`src/rtl/ddc_pkg.sv`:
```
package ddc_pkg;

	localparam int BANK_W = 4;
	localparam int ADDR_W = 20;
	localparam int MR_W   = 24;
	localparam int NUM_MR = 3;
	localparam int NUM_DIE = 2;

	// Mode register index carried on the bank address inputs
	localparam logic [3:0] MR_SEL_ZERO = 4'h0;
	localparam logic [3:0] MR_SEL_ONE  = 4'h1;
	localparam logic [3:0] MR_SEL_TWO  = 4'h2;

	// Field positions inside the mode registers
	localparam int MR0_RC_LSB     = 0;
	localparam int MR0_RC_MSB     = 3;
	localparam int MR2_WMODE_LSB  = 3;
	localparam int MR2_WMODE_MSB  = 4;
	localparam int MR2_REFMODE_BIT = 5;

	localparam logic [MR_W-1:0] MR_RESET_VAL = 24'h000000;

	// Write protocol encodings
	localparam logic [1:0] WMODE_SINGLE = 2'h0;
	localparam logic [1:0] WMODE_DUAL   = 2'h1;
	localparam logic [1:0] WMODE_QUAD   = 2'h2;

	typedef enum logic [4:0] {
		CMD_NOP  = 5'h01,
		CMD_MRS  = 5'h02,
		CMD_READ = 5'h04,
		CMD_WRITE = 5'h08,
		CMD_AUTO_REFRESH_CMD = 5'h10
	} ddc_cmd_t;

endpackage

```
`src/rtl/ddc_decoder.sv`:
```
module ddc_decoder #(
	parameter bit TWO_DIE = 1'b1
) (
	input  wire logic                         clock,
	input  wire logic                         rst,
	input  wire logic                         reset_n,
	input  wire logic                         die0_select_n,
	input  wire logic                         die1_select_n,
	input  wire logic                         write_n,
	input  wire logic                         refresh_n,
	input  wire logic [ddc_pkg::ADDR_W-1:0]   addr,
	input  wire logic [ddc_pkg::BANK_W-1:0]   bank_addr,
	input  wire logic                         write_mask,
	input  wire logic                         write_beat,
	output logic      [ddc_pkg::NUM_DIE-1:0]  cmd_die_ff,
	output logic                              cmd_valid_ff,
	output logic      [4:0]                   cmd_code_ff,
	output logic      [ddc_pkg::ADDR_W-1:0]   cmd_addr_ff,
	output logic      [15:0]                  cmd_banks_ff,
	output logic                              refresh_multibank_ff,
	output logic                              beat_store_ff,
	output logic      [ddc_pkg::MR_W-1:0]     mode_reg_zero_ff,
	output logic      [ddc_pkg::MR_W-1:0]     mode_reg_one_ff,
	output logic      [ddc_pkg::MR_W-1:0]     mode_reg_two_ff,
	output logic      [3:0]                   row_cycle_time_ff,
	output logic                              illegal_cmd_ff
);

	// Reset pin synchroniser: three stages, change taken when stages two and three agree
	logic [2:0] rstn_sync_ff;
	logic       rstn_ok_ff;

	always_ff @(posedge clock or posedge rst)
	begin
		if (rst)
			rstn_sync_ff <= 3'h7;
		else
			rstn_sync_ff <= {rstn_sync_ff[1:0], reset_n};
	end

	always_ff @(posedge clock or posedge rst)
	begin
		if (rst)
			rstn_ok_ff <= 1'b1;
		else if (rstn_sync_ff[1] == rstn_sync_ff[2])
			rstn_ok_ff <= rstn_sync_ff[2];
	end

	// Decode one select group to a command
	function automatic ddc_pkg::ddc_cmd_t decode_cmd(input logic sel_n, input logic we_n, input logic ref_n);
		if (sel_n)
			decode_cmd = ddc_pkg::CMD_NOP;
		else
		begin
			unique case ({we_n, ref_n})
				2'b00: decode_cmd = ddc_pkg::CMD_MRS;
				2'b11: decode_cmd = ddc_pkg::CMD_READ;
				2'b01: decode_cmd = ddc_pkg::CMD_WRITE;
				2'b10: decode_cmd = ddc_pkg::CMD_AUTO_REFRESH_CMD;
			endcase
		end
	endfunction

	function automatic logic [15:0] bank_mask(input logic [3:0] ba, input logic [1:0] wmode);
		logic [15:0] m;
		m = 16'h0000;
		for (int i = 0; i < 16; i++)
		begin
			unique case (wmode)
				ddc_pkg::WMODE_DUAL: m[i] = (i[2:0] == ba[2:0]);
				ddc_pkg::WMODE_QUAD: m[i] = (i[1:0] == ba[1:0]);
				default:             m[i] = (i[3:0] == ba);
			endcase
		end
		bank_mask = m;
	endfunction

	// Input capture register on the command clock edge
	logic                        sel0_n_ff;
	logic                        sel1_n_ff;
	logic                        we_n_ff;
	logic                        ref_n_ff;
	logic [ddc_pkg::ADDR_W-1:0]  addr_ff;
	logic [ddc_pkg::BANK_W-1:0]  ba_ff;
	logic                        mask_ff;
	logic                        beat_ff;

	always_ff @(posedge clock or posedge rst)
	begin
		if (rst)
		begin
			sel0_n_ff <= 1'b1;
			sel1_n_ff <= 1'b1;
			we_n_ff   <= 1'b1;
			ref_n_ff  <= 1'b1;
			addr_ff   <= '0;
			ba_ff     <= '0;
			mask_ff   <= 1'b1;
			beat_ff   <= 1'b0;
		end
		else
		begin
			sel0_n_ff <= die0_select_n;
			sel1_n_ff <= TWO_DIE ? die1_select_n : die0_select_n;
			we_n_ff   <= write_n;
			ref_n_ff  <= refresh_n;
			addr_ff   <= addr;
			ba_ff     <= bank_addr;
			mask_ff   <= write_mask;
			beat_ff   <= write_beat;
		end
	end

	ddc_pkg::ddc_cmd_t cmd;
	logic [1:0]        die_hit;
	logic              illegal;

	always_comb
	begin
		cmd     = decode_cmd(sel0_n_ff & sel1_n_ff, we_n_ff, ref_n_ff);
		die_hit = TWO_DIE ? {~sel1_n_ff, ~sel0_n_ff} : {1'b0, ~sel0_n_ff};
		illegal = 1'b0;
		// Read or write to both dies is undefined; dropped rather than risk a bus clash
		if (TWO_DIE && (die_hit == 2'b11) && (cmd == ddc_pkg::CMD_READ || cmd == ddc_pkg::CMD_WRITE))
		begin
			illegal = 1'b1;
			cmd     = ddc_pkg::CMD_NOP;
			die_hit = 2'b00;
		end
	end

	logic [1:0] wmode;
	logic       multibank;

	assign wmode     = mode_reg_two_ff[ddc_pkg::MR2_WMODE_MSB:ddc_pkg::MR2_WMODE_LSB];
	assign multibank = mode_reg_two_ff[ddc_pkg::MR2_REFMODE_BIT];

	// Mode registers; one copy shared by both dies since both are set together in practice
	always_ff @(posedge clock or posedge rst)
	begin
		if (rst)
		begin
			mode_reg_zero_ff <= ddc_pkg::MR_RESET_VAL;
			mode_reg_one_ff  <= ddc_pkg::MR_RESET_VAL;
			mode_reg_two_ff  <= ddc_pkg::MR_RESET_VAL;
		end
		else if (!rstn_ok_ff)
		begin
			mode_reg_zero_ff <= ddc_pkg::MR_RESET_VAL;
			mode_reg_one_ff  <= ddc_pkg::MR_RESET_VAL;
			mode_reg_two_ff  <= ddc_pkg::MR_RESET_VAL;
		end
		else if (cmd == ddc_pkg::CMD_MRS)
		begin
			if (ba_ff == ddc_pkg::MR_SEL_ZERO)
				mode_reg_zero_ff <= {ba_ff, addr_ff};
			if (ba_ff == ddc_pkg::MR_SEL_ONE)
				mode_reg_one_ff <= {ba_ff, addr_ff};
			if (ba_ff == ddc_pkg::MR_SEL_TWO)
				mode_reg_two_ff <= {ba_ff, addr_ff};
		end
	end

	assign row_cycle_time_ff = mode_reg_zero_ff[ddc_pkg::MR0_RC_MSB:ddc_pkg::MR0_RC_LSB];

	// Issued command: one pulse per accepted command, nothing on no-operation
	always_ff @(posedge clock or posedge rst)
	begin
		if (rst)
		begin
			cmd_valid_ff         <= 1'b0;
			cmd_code_ff          <= ddc_pkg::CMD_NOP;
			cmd_die_ff           <= 2'b00;
			illegal_cmd_ff       <= 1'b0;
		end
		else
		begin
			cmd_valid_ff   <= (cmd != ddc_pkg::CMD_NOP) && rstn_ok_ff;
			cmd_code_ff    <= cmd;
			// While the reset pin is held low no die is reported as targeted
			cmd_die_ff     <= (cmd == ddc_pkg::CMD_NOP || !rstn_ok_ff) ? 2'b00 : die_hit;
			illegal_cmd_ff <= illegal;
		end
	end

	// Address and bank targets hold their last value across no-operation
	always_ff @(posedge clock or posedge rst)
	begin
		if (rst)
		begin
			cmd_addr_ff          <= '0;
			cmd_banks_ff         <= 16'h0000;
			refresh_multibank_ff <= 1'b0;
		end
		else
		begin
			unique case (cmd)
				ddc_pkg::CMD_READ:
				begin
					cmd_addr_ff  <= addr_ff;
					cmd_banks_ff <= bank_mask(ba_ff, ddc_pkg::WMODE_SINGLE);
				end
				ddc_pkg::CMD_WRITE:
				begin
					cmd_addr_ff  <= addr_ff;
					cmd_banks_ff <= bank_mask(ba_ff, wmode);
				end
				ddc_pkg::CMD_AUTO_REFRESH_CMD:
				begin
					refresh_multibank_ff <= multibank;
					if (multibank)
					begin
						// Multibank: only address inputs; low sixteen bits choose any of the sixteen banks
						cmd_addr_ff  <= addr_ff;
						cmd_banks_ff <= addr_ff[15:0];
					end
					else
					begin
						cmd_addr_ff  <= '0;
						cmd_banks_ff <= bank_mask(ba_ff, ddc_pkg::WMODE_SINGLE);
					end
				end
				default:
				begin
					cmd_addr_ff <= cmd_addr_ff;
				end
			endcase
		end
	end

	// Write data beats: store only when the mask sampled with the beat is low
	always_ff @(posedge clock or posedge rst)
	begin
		if (rst)
			beat_store_ff <= 1'b0;
		else
			beat_store_ff <= beat_ff & ~mask_ff;
	end

endmodule // ddc_decoder

```
`config.mk`:
```
export PLATFORM = sky130hd
export DESIGN_NAME = ddc_decoder
export DESIGN_NICKNAME = d
export VERILOG_FILES = /design/src/rtl/ddc_pkg.sv /design/src/rtl/ddc_decoder.sv
export SDC_FILE = /design/constraint.sdc
export NUM_CORES = 1
export LEC_CHECK = 0
export BUFFER_PORTS_ARGS = -buffer_cell sky130_fd_sc_hd__buf_2
export CELL_PAD_IN_SITES_DETAIL_PLACEMENT = 1
export CELL_PAD_IN_SITES_GLOBAL_PLACEMENT = 2
export CORE_ASPECT_RATIO = 1.5
export CORE_MARGIN = 5
export CORE_UTILIZATION = 34
export DETAILED_ROUTE_END_ITERATION = 7
export GPL_TIMING_DRIVEN = 0
export PLACE_DENSITY_LB_ADDON = 0.12
export SETUP_SLACK_MARGIN = 0.02
export SKIP_LAST_GASP = 1
export SLEW_MARGIN = 40
export SYNTH_ARGS = -nofsm -noshare
export SYNTH_HDL_FRONTEND = slang
export SYNTH_SLANG_ARGS = --single-unit
```
`constraint.sdc`:
```
create_clock -name clock -period 5.1 [get_ports clock]
set_clock_uncertainty 0.15 [all_clocks]
set_input_delay 0.255 -clock clock [delete_from_list [all_inputs] [get_ports clock]]
set_output_delay 0.255 -clock clock [all_outputs]
set_load 0.01 [all_outputs]
```
Word level (Yosys, flattened, before mapping):

Cells that the tools add are included.

* register bits after elaboration: 153
* bits of input ports: 33
* word-level logic and storage cells: 122

* eq/ne operators: 46
* muxes and demuxes: 35
* bitwise operators: 5
* reduce and logical (&&, ||, !) cells: 15

Operators by type and width (number)
* 24-bit two-way mux: 9
* 16-bit case mux with 3 select lines: 1
* 20-bit case mux with 2 select lines: 1
* 4-bit equality test, first input constant: 8
* 1-bit case mux with 2 select lines: 16
* 20-bit two-way mux: 1
* 5-bit case mux with 4 select lines: 1
* 3-bit by 4-bit equality test with 1-bit output, first input constant: 4
* 16-bit two-way mux: 1
* 3-bit equality test, first input constant: 4
* 5-bit by 3-bit equality test with 1-bit output, second input constant: 2
* 5-bit by 4-bit equality test with 1-bit output, second input constant: 2
* 5-bit two-way mux: 2
* 2-bit equality test, second input constant: 4
* 2-bit by 4-bit equality test with 1-bit output, first input constant: 2
* 2-bit by 1-bit != test with 1-bit output, second input constant: 4
* 2-bit by 3-bit equality test with 1-bit output, first input constant: 2
* 2-bit AND reduction: 3
* 5-bit by 1-bit equality test with 1-bit output, second input constant: 1
* 5-bit by 2-bit equality test with 1-bit output, second input constant: 1
* 5-bit equality test, second input constant: 1
* 5-bit by 1-bit != test with 1-bit output, second input constant: 1
* 1-bit by 4-bit equality test with 1-bit output, first input constant: 1
* 2-bit by 1-bit equality test with 1-bit output, second input constant: 2
* 19 further kinds: 27

Longest topological paths before layout:

* depth in word-level cells: 10
* mapped depth: 8
* depth with buffers taken out: 7

Worst setup path after synthesis:

No wires, ideal clock.

* path type: reg-to-reg
* from: register mode_reg_two_ff[3] in the netlist's numbering
* to: register cmd_banks_ff[8]
* library setup time: 0.127 ns
* arrival: 1.762 ns
* required time: 4.823 ns
* setup slack: 3.061 ns
* stages on the path, launching flop included: 8
* path buffers: 0
* path through: dfrtp_1 -> inv_1 -> ha_1 -> mux2_2 -> a21o_1 -> and3_1 -> a311oi_1 -> o21ai_1

* cells in the longest elaborated chain, start to end: 3
* elaborated cells on any way between the ends: 4

RTL lines
* from (decl): RTL line ddc_decoder.sv:24 `output logic [ddc_pkg::MR_W-1:0] mode_reg_two_ff,`
* from (signal assigned): RTL line ddc_decoder.sv:145 `mode_reg_two_ff <= ddc_pkg::MR_RESET_VAL;`
* from (signal assigned): RTL line ddc_decoder.sv:151 `mode_reg_two_ff <= ddc_pkg::MR_RESET_VAL;`
* from (signal assigned): RTL line ddc_decoder.sv:160 `mode_reg_two_ff <= {ba_ff, addr_ff};`
* 2-bit equality test / 2-bit by 1-bit equality test with 1-bit output (equally long branches): RTL line ddc_decoder.sv:69 `unique case (wmode)`
* 1-bit case mux with 2 select lines *: RTL line ddc_decoder.sv:69
* 16-bit case mux with 3 select lines *: RTL line ddc_decoder.sv:197 `unique case (cmd)`
* to (signal assigned): RTL line ddc_decoder.sv:201 `cmd_banks_ff <= bank_mask(ba_ff, ddc_pkg::WMODE_SINGLE);`
* to (signal assigned): RTL line ddc_decoder.sv:206 `cmd_banks_ff <= bank_mask(ba_ff, wmode);`
* to (signal assigned): RTL line ddc_decoder.sv:215 `cmd_banks_ff <= addr_ff[15:0];`
* to (decl): RTL line ddc_decoder.sv:19 `output logic [15:0] cmd_banks_ff,`

Every way passes the cells marked *; elsewhere a longest branch is shown, timed or not.
A chain may end at the register's enable or synchronous reset.

Worst setup path in the final report:

Ends and elaborated chain as after synthesis.

==> run_results.csv <==
group,metric,value,unit
run_status,status,"completed",
pwr,finalPower,2.879,mW
finish,fill_cells,2132,
synthesis,syn_area,6469,um^2
synthesis,syn_nets,582,
global_route,antenna_found_initial,0,
routing,vias,4926,
global_route,overflow,0,
clocking,cts_buffer_depth,2,
global_route,grt_pass1_wl,31510,um
setup_path,cp_slowest_cell,"dfrtp_1",
placement,place_ws,2.862,ns
clocking,cts_tree,"yes",
clocking,hold_buffers,32,
sta,fin_tns_setup,0,ns
setup_path,r2r_cells,7,
setup_path,worstReg2RegEnd,"cmd_banks_ff[8]$_DFFE_PP0P_",
routing,drt_iter0_drc,181,
sta,finalCritPeriodShare,44.80,%
synthesis,synth_top_area_share,55.32,%
synthesis,yosys-mux-area-fraction,9.632,%
clocking,cts_setup_buffers,0,
clocking,cts_buffers,17,
synthesis,synthAdderAreaFrac,0.5416,%
global_route,grt_max_degree,72,
sta,max_freq,437.7,MHz
sta,slew_violations,0,
routing,firstDrtPassIters,5,
pwr,peakVddDrop,0.2349,mV
die,die_w,122.6,um
setup_path,cp.depth,7,
global_route,grtUsageMet1,20.58,%
setup_path,worstSetupStartpointType,"flop",
clocking,cts-root-buf,"clkbuf_16",
sta,fin_ws,2.815,ns
sta,setup-violations-final,0,
global_route,top_usage_layer,"met2",
routing,wl_per_cell,19.68,um
pwr,p_leak,4.508,nW
sta,slew_headroom,62.78,%
clocking,cts_resized,0,
global_route,grt_usage,19.25,%
setup_path,path_class,"flop to flop",
sta,tightest_slew,0.5583,ns
global_route,grt.met2_usage,35.83,%
clocking,clock_latency,0.42,ns
run,max-cap-violations,0,
setup_path,cp_slowest_stage_delay,0.41,ns
synthesis,avgSynthCellArea,11.83,um^2
synthesis,synth-xor-area-share,0.1354,%
synthesis,ys_ff_latch,153,
die,core_area,18620,um^2
finish,diodes,0,
placement,gp_congestion,0.8262,
placement,place_hpwl,14720,um
setup_path,worst-path-buf-inv,1,
routing,vias_per_cell,4.829,
sta,hold_violations,0,
setup_path,cp-end-kind,"flop",
placement,placed_area,7622,um^2
finish,area_growth,31.70,%
synthesis,syn_inst,547,
setup_path,cp_top_family,"compound AO/OA/AOI/OAI gates",
die,pin_count,156,
synthesis,synth_compound_area_share,9.246,%
routing,wirelength,20070,um
global_route,gr-usage-met3,4.798,%
finish,finalNetCount,790,
die,die-area,21940,um^2
setup_path,crit_start,"mode_reg_two_ff[3]$_DFFE_PP0P_",
setup_path,cp-endpoint,"cmd_banks_ff[8]$_DFFE_PP0P_",
hold_path,hp-class,"input port to async pin",
placement,portBuffers,155,
finish,design_area,8519,um^2
die,die_h,178.9,um
synthesis,synth.distinct_cells,51,
setup_path,reg2reg_slack,2.82,ns
sta,rsz0062_at_grt,"false",
synthesis,yosys.area_share.simple,15.98,%
sta,fin_hold_ws,0.1327,ns
setup_path,worstPathMaxFanout,4,
die,start_util,34.74,%
synthesis,yosys_warnings,0,
routing,ant_nets,0,
setup_path,r2r-start,"mode_reg_two_ff[3]$_DFFE_PP0P_",
synthesis,ys_seq_area_share,59.38,%
die,placementRows,61,
synthesis,synthTopCellsByArea,"dfrtp_1 55%, mux2i_1 9.3%, nor2b_1 6.5%, dfstp_2 4.1%, nand2_1 3.8%",
sta,final.min_clock_period,2.285,ns
clocking,path_clk_slew,0.07,ns
clocking,cts_max_level,4,
setup_path,arrival,2.44,ns
clocking,cts_sinks,153,
synthesis,yosysTopAreaCell,"dfrtp_1",
setup_path,path_cells,"inv_1, ha_1, mux2_2, a21o_1, and3_1, a311oi_1, o21ai_1",
finish,drive_gt1_share,32.16,%
global_route,grt_pass1_vias,5561,
pwr,power_density,338.0,nW/um^2
setup_path,cp.required,5.25,ns
synthesis,synth_top_family_by_area,"simple AND/OR/NAND/NOR gates",
routing,drc,0,
layout by cell type (no fill, tap or decap), drive strengths merged, types with 19 or more instances in the layout:
master	netlist	routed
buf	23	180
dfrtp	143	143
nor2b	67	67
nand2	67	67
mux2i	60	60
a21oi	41	41
clkbuf	16	34
dlygate4sd3	0	32
inv	9	20
nor2	19	19
cells by family after synthesis:
group | count (synthesis)
fa+ha+maj | 3
compound gates | 91
xor+xnor | 1
buf+inv | 49
mux | 62
flops | 153
simple gates | 188
cell usage after synthesis (all sizes together):
| cell | n |
|---|---|
| xor2 | 1 |
| dfstp | 10 |
| o21ai | 12 |
| nor3 | 5 |
| nand2b | 8 |
| and2 | 3 |
| maj3 | 1 |
| nand3 | 4 |
| clkbuf | 16 |
| buf | 23 |
| a21o | 1 |
| clkinv | 1 |
| nand2 | 67 |
| a221oi | 9 |
| mux2 | 2 |
| nor3b | 3 |
| o41ai | 1 |
| o22ai | 5 |
| o31ai | 7 |
| nor4 | 1 |
| a21oi | 41 |
| a2bb2oi | 2 |
| dfrtp | 143 |
| o211a | 1 |
| a311oi | 1 |
| nor2 | 19 |
| o21a | 1 |
| a32o | 3 |
| nor2b | 67 |
| o211ai | 4 |
| a2111o | 1 |
| ha | 2 |
| inv | 9 |
| a21boi | 2 |
| and3 | 11 |
| mux2i | 60 |
flip-flops by register name, summed over array words and instances (netlist names), 2 cells and up:
name / flops
cmd_die_ff: 2
mode_reg_one_ff: 24
cmd_addr_ff: 20
mode_reg_two_ff: 24
cmd_code_ff: 5
mode_reg_zero_ff: 24
cmd_banks_ff: 16
rstn_sync_ff: 3
addr_ff: 20
ba_ff: 4
layout make-up:
| cell class | count | area, um^2 | share of cell area [%] |
|---|---|---|---|
| clock buffers | 18 | 429.2 | 5.037 |
| plain buffers | 39 | 290.3 | 3.407 |
| multi-input cells | 345 | 2298 | 26.98 |
| flip-flops and latches | 153 | 3841 | 45.09 |
| clock inverters | 14 | 147.6 | 1.733 |
| well taps | 252 | 315.3 | 3.701 |
| repair buffers | 189 | 1151 | 13.51 |
| inverters | 10 | 46.29 | 0.5434 |
tightest hold or removal path: cells and delay by family:
family                 cells  cell delay (ns)
buffers and inverters      3             0.79
power breakdown:
part | total [mW] | switching, mW | internal, mW | leakage [nW]
clock | 1.24 | 0.583 | 0.656 | 0.284
combinational | 0.318 | 0.184 | 0.133 | 2.24
sequential | 1.32 | 0.0473 | 1.28 | 1.99
how the worst min path moves through the flow:
| stage | to |
|---|---|
| 2_1_floorplan | mask_ff$_DFF_PP1_ |
| 3_3_place_gp | rstn_sync_ff[1]$_DFF_PP1_ |
| 3_5_place_dp | beat_ff$_DFF_PP0_ |
| 4_1_cts | beat_ff$_DFF_PP0_ |
| 5_1_grt | beat_ff$_DFF_PP0_ |
| 6_report | beat_ff$_DFF_PP0_ |
layer usage:
metal  wire, um  up-vias
met5          0        -
li1           -     2273
met4        548        0
met1       7370     2495
met3        981       30
met2      11170      128
per-stage QoR:
stage          utilization [%]  cells
2_1_floorplan                -    547
4_1_cts                  45.75   1020
3_3_place_gp             40.59    954
3_5_place_dp             40.93    956
5_1_grt                  45.75   1020
6_report                 45.75   1020
(Power assumes the default switching activity.)
